$ cat config.mk
export PLATFORM = sky130hd
export DESIGN_NAME = rpo_port
export DESIGN_NICKNAME = d
export VERILOG_FILES = /design/src/hw/rpo_pkg.sv /design/src/hw/rpo_ternary.sv /design/src/hw/rpo_port.sv
export SDC_FILE = /design/constraint.sdc
export NUM_CORES = 1
export LEC_CHECK = 0
export BUFFER_PORTS_ARGS = -buffer_cell sky130_fd_sc_hd__buf_4
export CAP_MARGIN = 15
export CORE_MARGIN = 3
export CORE_UTILIZATION = 54
export CTS_BUF_LIST = sky130_fd_sc_hd__clkbuf_4 sky130_fd_sc_hd__clkbuf_8 sky130_fd_sc_hd__clkbuf_16
export CTS_CLUSTER_SIZE = 16
export DETAILED_ROUTE_END_ITERATION = 8
export HOLD_SLACK_MARGIN = 0.06
export PLACE_DENSITY = 0.92
export REMOVE_ABC_BUFFERS = 1
export SETUP_SLACK_MARGIN = 0.4
export SYNTH_ARGS = -nofsm -noshare
export SYNTH_HDL_FRONTEND = slang
export SYNTH_HIERARCHICAL = 1
export SYNTH_SLANG_ARGS = --single-unit
$ cat constraint.sdc
create_clock -name core_clk -period 3.8 [get_ports core_clk]
set_clock_uncertainty 0.1 [all_clocks]
set_input_delay 1.14 -clock core_clk [delete_from_list [all_inputs] [get_ports core_clk]]
set_output_delay 1.14 -clock core_clk [all_outputs]
set_load 0.02 [all_outputs]
$ cat src/hw/rpo_pkg.sv
// Constants and types for the receive parallel output port.
// Notes on behaviour
// Character and status outputs update just after each rising edge of the chosen clock.
// Half-rate reference clock: outputs change on both reference clock edges.
// Decoder enabled: character outputs carry decoded byte or special character.
// Decoder bypassed: character outputs carry high eight bits of raw character.
// Decoder bypassed: status bits one and zero carry raw low two bits.
// Decoder bypassed: status bit two high when output character holds a comma.
// Decoder enabled: all three status bits are coded receive status.
// Parity control not low: odd-parity bit drives, timed like character outputs.
// Parity control low: parity output driver is high impedance.
// Ternary inputs decode low, middle, high; unconnected reads middle.
// Recovered clock out at character rate, or half rate when rate select high.
// Host captures half-rate data alternately on true and complement rising edges.
// Status mode select picks one of two encodings, only with decoder enabled.
// Eight character bits plus parity bit hold an odd number of ones.
package rpo_pkg;
    // --------------------------------------------------------------
    // Register map
    // --------------------------------------------------------------
    localparam int         AXI_AW       = 5;
    localparam logic [4:0] ADDR_CTRL    = 5'h00;
    localparam logic [4:0] ADDR_STATUS  = 5'h04;
    localparam logic [4:0] ADDR_INT_ST  = 5'h08;
    localparam logic [4:0] ADDR_INT_MSK = 5'h0C;
    localparam logic [4:0] ADDR_OUT_CHR = 5'h10;
    localparam logic [1:0] RESP_OKAY    = 2'h0;
    localparam logic [1:0] RESP_SLVERR  = 2'h2;
    localparam logic       CTRL_RST     = 1'h1;
    localparam logic       PARITY_RST   = 1'h1;
    localparam int         INT_BITS     = 3;
    localparam int         INT_UPDATE   = 0;
    localparam int         INT_OVERRUN  = 1;
    localparam int         INT_COMMA    = 2;
    // --------------------------------------------------------------
    // Pins and character coding
    // --------------------------------------------------------------
    localparam int         PIN_REF      = 0;
    localparam int         PIN_REC      = 1;
    localparam int         PIN_TXR      = 2;
    localparam int         PIN_RXR      = 3;
    localparam int         PIN_N        = 4;
    localparam logic [1:0] SENSE_FLOAT  = 2'h0;
    localparam logic [1:0] SENSE_LOW    = 2'h1;
    localparam logic [1:0] SENSE_HIGH   = 2'h2;
    localparam logic [6:0] COMMA_POS    = 7'h1F;
    localparam logic [6:0] COMMA_NEG    = 7'h60;
    localparam int         COMMA_TOP    = 9;
    localparam int         COMMA_BOT    = 3;
    localparam int         RAW_HI_BOT   = 2;
    localparam int         RAW_LO_TOP   = 1;
    typedef enum logic [1:0] {
        LVL_LOW  = 2'h0,
        LVL_MID  = 2'h1,
        LVL_HIGH = 2'h2
    } rpo_level_type;
    typedef enum logic [1:0] {
        WR_IDLE = 2'h1,
        WR_RESP = 2'h2
    } rpo_wr_state_type;
    typedef enum logic [1:0] {
        RD_IDLE = 2'h1,
        RD_DATA = 2'h2
    } rpo_rd_state_type;
    typedef struct packed {
        logic [9:0] raw;
        logic [7:0] dec_byte;
        logic [2:0] stat_a;
        logic [2:0] stat_b;
    } rpo_char_type;
    typedef struct packed {
        logic [2:0] status;
        logic [7:0] data;
    } rpo_out_type;
endpackage

$ cat src/hw/rpo_ternary.sv
// Synchroniser and decoder for one three-level static select pin.
`timescale 1ns/10ps
module rpo_ternary
    import rpo_pkg::*;
(
    // Clock and reset
    input  wire logic          core_clk,
    input  wire logic          sys_rst,
    // Pad comparator outputs: bit 1 above high threshold, bit 0 below low
    input  wire logic [1:0]    pin_sense,
    // Decoded level
    output rpo_level_type      level
);
    logic [1:0]    s1_r;
    logic [1:0]    s2_r;
    rpo_level_type lvl_r;

    always_ff @(posedge core_clk) begin
        if (sys_rst) begin
            s1_r <= SENSE_FLOAT;
            s2_r <= SENSE_FLOAT;
        end else begin
            s1_r <= pin_sense;
            s2_r <= s1_r;
        end
    end

    // A floating pin self-biases between thresholds; a contradictory code is also middle.
    always_ff @(posedge core_clk) begin
        if (sys_rst) begin
            lvl_r <= LVL_MID;
        end else if (s2_r == SENSE_LOW) begin
            lvl_r <= LVL_LOW;
        end else if (s2_r == SENSE_HIGH) begin
            lvl_r <= LVL_HIGH;
        end else begin
            lvl_r <= LVL_MID;
        end
    end

    assign level = lvl_r;

    a_float_is_mid: assert property (
        @(posedge core_clk) disable iff (sys_rst)
        ($past(pin_sense, 3) == SENSE_FLOAT) && !$past(sys_rst, 3) |-> (level == LVL_MID)
    ) else $error("floating select pin did not decode as middle");

endmodule // rpo_ternary

$ cat src/hw/rpo_port.sv
// Receive parallel output port with AXI4-Lite control and status.
//
// Register access over AXI4-Lite and the register addresses were chosen for this implementation.
`timescale 1ns/10ps
module rpo_port
    import rpo_pkg::*;
(
    // Clock and reset
    input  wire logic              core_clk,
    input  wire logic              sys_rst,
    // AXI4-Lite slave
    input  wire logic [AXI_AW-1:0] s_axi_awaddr,
    input  wire logic              s_axi_awvalid,
    output logic                   s_axi_awready,
    input  wire logic [31:0]       s_axi_wdata,
    input  wire logic [3:0]        s_axi_wstrb,
    input  wire logic              s_axi_wvalid,
    output logic                   s_axi_wready,
    output logic [1:0]             s_axi_bresp,
    output logic                   s_axi_bvalid,
    input  wire logic              s_axi_bready,
    input  wire logic [AXI_AW-1:0] s_axi_araddr,
    input  wire logic              s_axi_arvalid,
    output logic                   s_axi_arready,
    output logic [31:0]            s_axi_rdata,
    output logic [1:0]             s_axi_rresp,
    output logic                   s_axi_rvalid,
    input  wire logic              s_axi_rready,
    // Received characters from the decoder stage
    input  rpo_char_type           char_in,
    input  wire logic              char_valid,
    // Clock and binary select pins
    input  wire logic              reference_clock,
    input  wire logic              recovered_char_clock,
    input  wire logic              tx_clock_rate_select,
    input  wire logic              rx_clock_rate_select,
    // Three-level select pins, pad comparator codes
    input  wire logic [1:0]        decoder_select,
    input  wire logic [1:0]        parity_control,
    input  wire logic [1:0]        rx_clock_source_select,
    input  wire logic [1:0]        rx_status_mode_select,
    // Parallel output pins
    output logic [7:0]             rx_char_out,
    output logic [2:0]             rx_status_out,
    output logic                   rx_odd_parity_out,
    output logic                   rx_odd_parity_oe,
    output logic                   rx_clk_out_p,
    output logic                   rx_clk_out_n,
    // Interrupt
    output logic                   irq
);
    // --------------------------------------------------------------
    // Pin synchronisers and edge detection
    // --------------------------------------------------------------
    logic [PIN_N-1:0] pin_s1_r;
    logic [PIN_N-1:0] pin_s2_r;
    logic             ref_d_r;
    logic             rec_d_r;
    logic             ref_rise;
    logic             ref_fall;
    logic             rec_rise;
    logic             txr;
    logic             rxr;

    always_ff @(posedge core_clk) begin
        if (sys_rst) begin
            pin_s1_r <= '0;
            pin_s2_r <= '0;
            ref_d_r  <= '0;
            rec_d_r  <= '0;
        end else begin
            pin_s1_r <= {rx_clock_rate_select, tx_clock_rate_select,
                         recovered_char_clock, reference_clock};
            pin_s2_r <= pin_s1_r;
            ref_d_r  <= pin_s2_r[PIN_REF];
            rec_d_r  <= pin_s2_r[PIN_REC];
        end
    end

    assign ref_rise = pin_s2_r[PIN_REF] & ~ref_d_r;
    assign ref_fall = ~pin_s2_r[PIN_REF] & ref_d_r;
    assign rec_rise = pin_s2_r[PIN_REC] & ~rec_d_r;
    assign txr      = pin_s2_r[PIN_TXR];
    assign rxr      = pin_s2_r[PIN_RXR];

    // --------------------------------------------------------------
    // Three-level selects
    // --------------------------------------------------------------
    rpo_level_type lvl_dec;
    rpo_level_type lvl_par;
    rpo_level_type lvl_cks;
    rpo_level_type lvl_mode;

    rpo_ternary u_dec (
        .core_clk  (core_clk),
        .sys_rst   (sys_rst),
        .pin_sense (decoder_select),
        .level     (lvl_dec)
    );
    rpo_ternary u_par (
        .core_clk  (core_clk),
        .sys_rst   (sys_rst),
        .pin_sense (parity_control),
        .level     (lvl_par)
    );
    rpo_ternary u_cks (
        .core_clk  (core_clk),
        .sys_rst   (sys_rst),
        .pin_sense (rx_clock_source_select),
        .level     (lvl_cks)
    );
    rpo_ternary u_mode (
        .core_clk  (core_clk),
        .sys_rst   (sys_rst),
        .pin_sense (rx_status_mode_select),
        .level     (lvl_mode)
    );

    logic dec_en;
    logic src_ref;
    assign dec_en  = (lvl_dec != LVL_LOW);
    assign src_ref = (lvl_cks == LVL_LOW);

    // --------------------------------------------------------------
    // Character holding and output register
    // --------------------------------------------------------------
    logic         ctrl_en_r;
    rpo_char_type held_r;
    logic         pending_r;
    rpo_out_type  out_r;
    rpo_out_type  out_nxt;
    logic         parity_r;
    logic         upd;
    logic         held_comma;

    // With the reference clock chosen the recovered clock rate select is ignored.
    always_comb begin
        if (src_ref) begin
            upd = ref_rise | (txr & ref_fall);
        end else begin
            upd = rec_rise;
        end
        upd = upd & ctrl_en_r;
    end

    assign held_comma = (held_r.raw[COMMA_TOP:COMMA_BOT] == COMMA_POS)
                      | (held_r.raw[COMMA_TOP:COMMA_BOT] == COMMA_NEG);

    always_comb begin
        if (dec_en) begin
            out_nxt.data = held_r.dec_byte;
            if (lvl_mode == LVL_LOW) begin
                out_nxt.status = held_r.stat_a;
            end else begin
                out_nxt.status = held_r.stat_b;
            end
        end else begin
            out_nxt.data   = held_r.raw[COMMA_TOP:RAW_HI_BOT];
            out_nxt.status = {held_comma, held_r.raw[RAW_LO_TOP:0]};
        end
    end

    // A character arriving in the cycle of an update keeps the pending flag set.
    always_ff @(posedge core_clk) begin
        if (sys_rst) begin
            held_r    <= '0;
            pending_r <= '0;
        end else if (char_valid) begin
            held_r    <= char_in;
            pending_r <= '1;
        end else if (upd) begin
            pending_r <= '0;
        end
    end

    always_ff @(posedge core_clk) begin
        if (sys_rst) begin
            out_r    <= '0;
            parity_r <= PARITY_RST;
        end else if (upd) begin
            out_r    <= out_nxt;
            parity_r <= ~^out_nxt.data;
        end
    end

    assign rx_char_out       = out_r.data;
    assign rx_status_out     = out_r.status;
    assign rx_odd_parity_out = parity_r;
    assign rx_odd_parity_oe  = (lvl_par != LVL_LOW);

    // --------------------------------------------------------------
    // Receive clock output
    // --------------------------------------------------------------
    logic clk_p_r;
    logic clk_n_r;
    logic clk_nxt;

    // The output clock is rebuilt from samples, so it carries core-clock jitter.
    always_comb begin
        if (src_ref) begin
            clk_nxt = pin_s2_r[PIN_REF];
        end else if (rxr) begin
            clk_nxt = clk_p_r ^ rec_rise;
        end else begin
            clk_nxt = pin_s2_r[PIN_REC];
        end
    end

    always_ff @(posedge core_clk) begin
        if (sys_rst) begin
            clk_p_r <= '0;
            clk_n_r <= '1;
        end else begin
            clk_p_r <= clk_nxt;
            clk_n_r <= ~clk_nxt;
        end
    end

    assign rx_clk_out_p = clk_p_r;
    assign rx_clk_out_n = clk_n_r;

    // --------------------------------------------------------------
    // Interrupt status
    // --------------------------------------------------------------
    logic [INT_BITS-1:0] int_stat_r;
    logic [INT_BITS-1:0] int_mask_r;
    logic [INT_BITS-1:0] int_ev;
    logic [INT_BITS-1:0] int_clr;

    always_comb begin
        int_ev              = '0;
        int_ev[INT_UPDATE]  = upd & pending_r;
        int_ev[INT_OVERRUN] = char_valid & pending_r & ~upd;
        int_ev[INT_COMMA]   = upd & pending_r & held_comma;
    end

    // An event in the cycle of its clear keeps the bit set.
    always_ff @(posedge core_clk) begin
        if (sys_rst) begin
            int_stat_r <= '0;
        end else begin
            int_stat_r <= (int_stat_r & ~int_clr) | int_ev;
        end
    end

    assign irq = |(int_stat_r & int_mask_r);

    // --------------------------------------------------------------
    // AXI4-Lite write channel
    // --------------------------------------------------------------
    rpo_wr_state_type  wr_state_r;
    logic              aw_have_r;
    logic              w_have_r;
    logic [AXI_AW-1:0] aw_addr_r;
    logic [31:0]       w_data_r;
    logic              w_lane0_r;
    logic [1:0]        bresp_r;
    logic              wr_en;
    logic              wr_ok;

    assign s_axi_awready = (wr_state_r == WR_IDLE) & ~aw_have_r;
    assign s_axi_wready  = (wr_state_r == WR_IDLE) & ~w_have_r;
    assign wr_en         = (wr_state_r == WR_IDLE) & aw_have_r & w_have_r;
    assign wr_ok         = (aw_addr_r == ADDR_CTRL) | (aw_addr_r == ADDR_INT_ST)
                         | (aw_addr_r == ADDR_INT_MSK);
    assign int_clr       = (wr_en & w_lane0_r & (aw_addr_r == ADDR_INT_ST))
                         ? w_data_r[INT_BITS-1:0] : '0;

    always_ff @(posedge core_clk) begin
        if (sys_rst) begin
            aw_have_r <= '0;
            aw_addr_r <= '0;
        end else if (s_axi_awvalid & s_axi_awready) begin
            aw_have_r <= '1;
            aw_addr_r <= s_axi_awaddr;
        end else if (wr_en) begin
            aw_have_r <= '0;
        end
    end

    always_ff @(posedge core_clk) begin
        if (sys_rst) begin
            w_have_r  <= '0;
            w_data_r  <= '0;
            w_lane0_r <= '0;
        end else if (s_axi_wvalid & s_axi_wready) begin
            w_have_r  <= '1;
            w_data_r  <= s_axi_wdata;
            w_lane0_r <= s_axi_wstrb[0];
        end else if (wr_en) begin
            w_have_r <= '0;
        end
    end

    always_ff @(posedge core_clk) begin
        if (sys_rst) begin
            wr_state_r <= WR_IDLE;
            bresp_r    <= RESP_OKAY;
        end else begin
            case (wr_state_r)
                WR_IDLE: begin
                    if (wr_en) begin
                        wr_state_r <= WR_RESP;
                        bresp_r    <= wr_ok ? RESP_OKAY : RESP_SLVERR;
                    end
                end
                WR_RESP: begin
                    if (s_axi_bready) begin
                        wr_state_r <= WR_IDLE;
                    end
                end
                default: begin
                    wr_state_r <= WR_IDLE;
                end
            endcase
        end
    end

    assign s_axi_bvalid = (wr_state_r == WR_RESP);
    assign s_axi_bresp  = bresp_r;

    always_ff @(posedge core_clk) begin
        if (sys_rst) begin
            ctrl_en_r  <= CTRL_RST;
            int_mask_r <= '0;
        end else if (wr_en & w_lane0_r) begin
            if (aw_addr_r == ADDR_CTRL) begin
                ctrl_en_r <= w_data_r[0];
            end else if (aw_addr_r == ADDR_INT_MSK) begin
                int_mask_r <= w_data_r[INT_BITS-1:0];
            end
        end
    end

    // --------------------------------------------------------------
    // AXI4-Lite read channel
    // --------------------------------------------------------------
    rpo_rd_state_type rd_state_r;
    logic [31:0]      rdata_r;
    logic [1:0]       rresp_r;

    assign s_axi_arready = (rd_state_r == RD_IDLE);
    assign s_axi_rvalid  = (rd_state_r == RD_DATA);
    assign s_axi_rdata   = rdata_r;
    assign s_axi_rresp   = rresp_r;

    always_ff @(posedge core_clk) begin
        if (sys_rst) begin
            rd_state_r <= RD_IDLE;
            rdata_r    <= '0;
            rresp_r    <= RESP_OKAY;
        end else begin
            case (rd_state_r)
                RD_IDLE: begin
                    if (s_axi_arvalid) begin
                        rd_state_r <= RD_DATA;
                        rresp_r    <= RESP_OKAY;
                        if (s_axi_araddr == ADDR_CTRL) begin
                            rdata_r <= 32'(ctrl_en_r);
                        end else if (s_axi_araddr == ADDR_STATUS) begin
                            rdata_r <= 32'({rxr, txr, lvl_mode, lvl_cks, lvl_par, lvl_dec});
                        end else if (s_axi_araddr == ADDR_INT_ST) begin
                            rdata_r <= 32'(int_stat_r);
                        end else if (s_axi_araddr == ADDR_INT_MSK) begin
                            rdata_r <= 32'(int_mask_r);
                        end else if (s_axi_araddr == ADDR_OUT_CHR) begin
                            rdata_r <= 32'(out_r);
                        end else begin
                            rdata_r <= '0;
                            rresp_r <= RESP_SLVERR;
                        end
                    end
                end
                RD_DATA: begin
                    if (s_axi_rready) begin
                        rd_state_r <= RD_IDLE;
                    end
                end
                default: begin
                    rd_state_r <= RD_IDLE;
                end
            endcase
        end
    end

    // --------------------------------------------------------------
    // Assertions
    // --------------------------------------------------------------
    a_hold_between_edges: assert property (
        @(posedge core_clk) disable iff (sys_rst)
        !$past(upd) |-> $stable(rx_char_out) && $stable(rx_status_out)
    ) else $error("outputs changed without a clock edge");

    a_half_rate_fall: assert property (
        @(posedge core_clk) disable iff (sys_rst)
        src_ref && txr && ref_fall && ctrl_en_r && pending_r && !char_valid
        |=> int_stat_r[INT_UPDATE] && !pending_r
    ) else $error("falling reference edge did not present a character");

    a_decoded_byte: assert property (
        @(posedge core_clk) disable iff (sys_rst)
        $past(upd) && $past(dec_en) |-> rx_char_out == $past(held_r.dec_byte)
    ) else $error("decoded byte not presented");

    a_bypass_high_bits: assert property (
        @(posedge core_clk) disable iff (sys_rst)
        $past(upd) && !$past(dec_en) |-> rx_char_out == $past(held_r.raw[9:2])
    ) else $error("raw high bits not presented");

    a_bypass_low_bits: assert property (
        @(posedge core_clk) disable iff (sys_rst)
        $past(upd) && !$past(dec_en) |-> rx_status_out[1:0] == $past(held_r.raw[1:0])
    ) else $error("raw low bits not on status");

    a_bypass_comma: assert property (
        @(posedge core_clk) disable iff (sys_rst)
        $past(upd) && !$past(dec_en) |-> rx_status_out[2] ==
        (($past(held_r.raw[9:3]) == COMMA_POS) || ($past(held_r.raw[9:3]) == COMMA_NEG))
    ) else $error("comma flag wrong");

    a_decoded_status: assert property (
        @(posedge core_clk) disable iff (sys_rst)
        $past(upd) && $past(dec_en) && ($past(lvl_mode) != LVL_LOW)
        |-> rx_status_out == $past(held_r.stat_b)
    ) else $error("coded status not presented");

    a_mode_select: assert property (
        @(posedge core_clk) disable iff (sys_rst)
        $past(upd) && $past(dec_en) && ($past(lvl_mode) == LVL_LOW)
        |-> rx_status_out == $past(held_r.stat_a)
    ) else $error("status mode low not honoured");

    a_odd_parity: assert property (
        @(posedge core_clk) disable iff (sys_rst)
        rx_odd_parity_oe |-> ^{rx_char_out, rx_odd_parity_out}
    ) else $error("parity is not odd");

    a_parity_off: assert property (
        @(posedge core_clk) disable iff (sys_rst)
        ($past(parity_control, 3) == SENSE_LOW) && !$past(sys_rst, 3) |-> !rx_odd_parity_oe
    ) else $error("parity driver on while disabled");

    a_half_char_clk: assert property (
        @(posedge core_clk) disable iff (sys_rst)
        $past(rec_rise) && !$past(src_ref) && $past(rxr) |-> rx_clk_out_p != $past(rx_clk_out_p)
    ) else $error("half-rate clock did not toggle");

endmodule // rpo_port

* Yosys cells after proc, flatten, opt, wreduce, memory -nomap -nowiden *
Index checks and enable logic that the tools add are counted.

word-level totals
  register bits after elaboration = 131
  word-level logic and storage cells = 158
  output and inout bits = 57

cells by class
  bitwise gates (word level) = 34
  mux-type cells = 36
  reductions and logical operators = 21
  equal/unequal tests = 24

operators by type and width
  operator              count
  $mux W11              6
  $mux W2               14
  $eq A5 B4 Y1 const B  4
  $and A1 B1 Y1         17
  $eq A2 B1 Y1 const B  6
  $eq A2 B2 Y1 const B  6
  $mux W1               12
  $logic_not A5 Y1      2
  $reduce_and A2 Y1     5
  $reduce_bool A2 Y1    5
  $not A1 Y1            8
  $pmux W2 S2           2
  $reduce_or A2 Y1      4
  $reduce_xnor A8 Y1    1
  $eq A7 B5 Y1 const B  1
  $eq A7 B7 Y1 const B  1
  $and A3 B3 Y3         2
  $mux W3               2
  $eq A5 B3 Y1 const B  1
  $eq A5 B5 Y1 const B  1
  $logic_not A2 Y1      2
  $ne A2 B1 Y1 const B  2
  $ne A2 B2 Y1 const B  2
  $or A1 B1 Y1          4
  other kinds (5)       5

* Logic depth before layout (Yosys ltp) *
  depth in word-level cells = 9
  mapped depth = 7

* By module *
The synthesis kept the hierarchy.

by module, submodules not included
  module       cells an instance  sequential area each (um^2)  times used  area an instance (um^2)
  rpo_port     415                1681.6                       1           3898.7
  rpo_ternary  16                 120.1                        4           191.4

* Least setup slack after synthesis *
Ideal clock, no wire load.

  path kind = input to register
  start point = input s_axi_araddr[2]
  end point = register rdata_r[3], in the netlist s_axi_rdata[3]
  stages on the path = 6
  arrival time = 1919 ps
  required time = 3564 ps
  slack = 1645 ps
  path through = buf_6 > nor2_4 > and3_4 > buf_6 > a221oi_1 > nor3_1

on the way
  longest elaborated chain between the ends = 6

ends and longest elaborated chain
  what                    RTL line         text
  start: declaration      rpo_port.sv:22   input wire logic [AXI_AW-1:0] s_axi_araddr,
  $eq A5 B5 Y1            rpo_port.sv:366  end else if (s_axi_araddr == ADDR_OUT_CHR) begin
  $mux W11                rpo_port.sv:366
  $mux W11                rpo_port.sv:364  end else if (s_axi_araddr == ADDR_INT_MSK) begin
  $mux W11                rpo_port.sv:362  end else if (s_axi_araddr == ADDR_INT_ST) begin
  $mux W11                rpo_port.sv:360  end else if (s_axi_araddr == ADDR_STATUS) begin
  $mux W11 (*)            rpo_port.sv:358  if (s_axi_araddr == ADDR_CTRL) begin
  end signal: assignment  rpo_port.sv:359  rdata_r <= 32'(ctrl_en_r);
  end signal: assignment  rpo_port.sv:361  rdata_r <= 32'({rxr, txr, lvl_mode, lvl_cks, lvl_par, lvl_dec});
  end signal: assignment  rpo_port.sv:363  rdata_r <= 32'(int_stat_r);
  end: declaration        rpo_port.sv:339  logic [31:0] rdata_r;

Every way passes the cells marked *; elsewhere a longest branch is shown, timed or not.
A chain may end at the register's enable or synchronous reset.

* Final worst setup path *
  start point = register int_stat_r[0]
  end point = output irq

on the way
  longest elaborated chain between the ends = 2

ends and longest elaborated chain
  what                      RTL line         text
  start: declaration        rpo_port.sv:225  logic [INT_BITS-1:0] int_stat_r;
  start signal: assignment  rpo_port.sv:242  int_stat_r <= (int_stat_r & ~int_clr) | int_ev;
  $and A3 B3 Y3             rpo_port.sv:246  assign irq = |(int_stat_r & int_mask_r);
  $reduce_or A3 Y1          rpo_port.sv:246
  end: declaration          rpo_port.sv:50   output logic irq

Every way passes these cells.

==> implementation parameters <==
Parameter                              Value

Run status
  Run status    finished, final reports clean

Timing
  Final Hold Viols    0
  Post-route fraction of the period consumed by the critical path    66.0%
  Actual transition at the worst max-transition pin    0.884 ns
  Final count of pins violating max slew    0
  Peak clock frequency supported by timing    399 MHz
  Unrepaired setup endpoints after global routing    no
  Post-route setup TNS    0 ns
  Min Clock Period, post-route    2.51 ns
  Final setup vio count    0
  Worst rel slew slack    40.8%

Route
  Initial DRT Pass Iterations    4
  Routed wirelength normalized by instance count    14.6 um
  Detailed router's first-iteration violation count    158
  Total via count in the routed design    3,514
  Detail-routed via count per cell    5.26
  Number of routed nets with antenna violations    0
  Post-route DRC    0
  Final WL    9770 um

Global route
  Global-route wire length before repair    16,000 um
  Vias in the first global route    3,433
  Overall global routing resource usage    20.1%
  Antenna violations before repair    0
  Maximum number of pins on one net before global-route repair    85
  Global-route congestion overflow total    0

Min path
  Source of the worst hold timing path    pin_s1_r[3]$_SDFF_PP0_
  Cells on Worst Hold Path    1
  Type of the tightest min-delay check    register to register
  Worst hold endpoint    pin_s2_r[3]$_SDFF_PP0_

Setup path
  Cell at the slowest stage of the critical path    dfxtp_1
  Worst setup SP type    register
  RR Startpoint    u_dec/level[1]$_SDFF_PP0_
  Setup Crit Path Kind    register to output port
  Required time of the critical path    2.56 ns
  Data arrival time of the worst path    1.27 ns
  Worst r2r path cells    4
  Cell type group with the largest total delay on the critical path    flip-flops
  Crit-path max cell delay    0.34 ns
  Capturing element type of the critical path    output port
  Highest net fanout along the worst path    3
  Critical R2R Capture    rx_status_out[0]$_SDFFE_PP0P_
  Ordered list of cells on the worst path    a222oi_1 -> inv_1 -> buf_4
  CP Buf/Inv Count    2
  Internal reg-to-reg setup slack    1.89 ns

Synthesis
  Sequential element share of the synthesized area    46.4%
  Number of distinct library cell variants in the gate-level netlist after synthesis    55
  EDFF count, synth    0
  Number of standard cells after synthesis    479
  Async set or reset register ratio after synthesis    0%
  Yosys warning total    6
  Area of the mapped netlist    4660 um2
  Flops & latches, synth    108
  Synth Area per Inst    9.74 um2
  Top FF cell, synth    dfxtp_1

Place
  Cell Count Post-Placement    652
  Port buffer count    91
  Final HPWL DP    7100 um
  Routability Congestion    0.845

Layout
  Layout filler cell count    677
  Antenna diode count    0
  Footprint of the flip-flops and latches    2160 um2
  Number of non-filler instances in the completed layout    668
  Layout-stage area growth over the synthesis result    17.4%
  Area of the multi-input gates    2220 um2
  Fraction of final layout cells with drive strength greater than 1    25.6%
  Post-layout nets    656

CTS
  Post-CTS Setup Repair Bufs    0
  CTS root buf    clkbuf_8
  Clock Tree Buf Depth    2
  CTS tree    built
  Hold_buf cts    0
  Max H-tree Level    3
  Num CTS Buffers    9
  Post-cts gate resize count    0
  Clock sink count    108
  Clk pin slew, worst setup/hold paths    0.10 ns
  Clock insertion delay at the later pin of the skew report    0.36 ns

Floorplan
  Starting utilization of the core area    56.2%
  DIE AREA    9790 um2
  Site row count    33
  Chip Width    98.9 um
  Number of placed I/O pins    147
  Vertical die dimension    98.9 um
  Area of the core    8300 um2

Pwr
  Leakage Power    2.31 nW
  Pwr dens    425 nW/um2
  Maximum ir drop on the vdd rail    0.000200 V

Run
  Max-cap violations    0
## how the worst max path moves through the flow
stage / from / slack, ns / cells past startpoint / end
after floorplan: s_axi_araddr[1] / 1.76 / 5 / s_axi_rdata[1]$_SDFFE_PP0P_
after global placement: sys_rst / 1.39 / 3 / u_mode/level[1]$_SDFF_PP0_
after detailed placement: sys_rst / 1.33 / 3 / held_r[0]$_SDFFE_PP0P_
after CTS: int_stat_r[0]$_SDFF_PP0_ / 1.27 / 3 / irq
after global routing: int_stat_r[0]$_SDFF_PP0_ / 1.12 / 3 / irq
final: int_stat_r[0]$_SDFF_PP0_ / 1.29 / 3 / irq
## layout by cell type, fill, tap and decap left out, types with 2 or more instances in the layout
cell,netlist,layout
dfxtp_1,108,108
buf_4,25,93
nor2_1,64,64
mux2i_1,43,43
nor2b_1,30,30
nand2_1,26,26
conb_1,1,23
o21ai_0,17,17
a21oi_1,16,16
inv_1,14,14
nor3_1,12,12
xnor2_1,12,12
clkbuf_8,0,10
a311oi_2,9,9
ha_1,8,8
nor2_2,7,7
a221oi_1,6,6
nand2b_1,5,5
nand3_1,5,5
or2_1,5,5
nor3b_1,4,4
and2_1,3,3
o211ai_1,3,3
clkinv_4,0,3
and2b_1,2,2
or2_2,2,2
nand3_2,2,2
o2bb2ai_2,2,2
a21oi_2,2,2
## per-stage QoR
step	cell area [um2]	total power, W	hold WS, ns	worst slack, ns	utilization (%)
floorplan	4440	0.00148	0.314	1.76	-
global route	5480	0.00244	0.357	1.12	66.0
CTS	5480	0.00235	0.347	1.27	66.0
finish	5480	0.00233	0.339	1.29	66.0
detailed placement	5270	0.00164	0.330	1.33	63.5
global placement	5270	0.00162	0.320	1.39	63.5
## flip-flops by register name, summed over array words and instances (netlist names), 3 cells and up
name	flops
aw_addr_r	5
held_r	24
int_mask_r	3
int_stat_r	3
pin_s1_r	4
pin_s2_r	4
rx_char_out	8
rx_status_out	3
s_axi_rdata	11
w_data_r	3
## final cells by class
cell class                      instances  share of cell area (%)
Multi-Input combinational cell        332                    40.6
Tap cell                              105                    2.40
Timing Repair Buffer                   93                    12.7
Sequential cell                       108                    39.5
Inverter                               14                   0.959
Clock buffer                           10                    2.51
Clock inverter                          6                    1.32
## layer usage
metal / vias to the layer above / part of all wire [%] / global-route usage (%)
met5: - / 0 / 0
met4: 0 / 1.3 / 4.94
met3: 14 / 6.8 / 4.67
met2: 108 / 51 / 35.7
met1: 1663 / 41 / 24.5
li1: 1729 / - / -
## worst register-to-register path, cell delays in order, from the launching register on
cell	delay (ns)
dfxtp_1	0.46
nor2_1	0.74
o21ai_0	0.22
mux2i_1	0.18
nor2_1	0.06
## power by group
part	internal, W	total (W)	switching, W	leakage, nW
Clock	0.000329	0.000715	0.000387	0.103
Sequential	0.00119	0.00125	0.0000527	0.888
Combinational	0.000166	0.000364	0.000198	1.32
Total	0.00169	0.00233	0.000637	2.31
## Yosys cell counts (5+ instances only)
cell      number  share of area (%)
a21oi_1       16                1.7
a221oi_1       6                1.1
a311oi_2       9                2.9
buf_2          7               0.75
buf_4         25                4.0
clkbuf_1       8               0.64
dfxtp_1      108                 46
ha_1           8                2.1
inv_1         14                1.1
mux2i_1       43                9.2
nand2_1       26                2.1
nand2b_1       5               0.67
nand3_1        5               0.54
nor2_1        64                5.2
nor2_2         7               0.94
nor2b_1       30                4.0
nor3_1        12                1.3
o21ai_0       17                1.8
or2_1          5               0.67
xnor2_1       12                2.3
## cell families after synthesis
group           after synthesis  synth area share [%]
flops                       108                  46.4
mux                          43                  9.23
compound gates               67                  11.6
simple gates                177                  20.0
other cells                   1                0.0804
buf+inv                      61                  7.75
fa+ha+maj                     8                  2.15
xor+xnor                     14                  2.79
(Power assumes the default switching activity.)
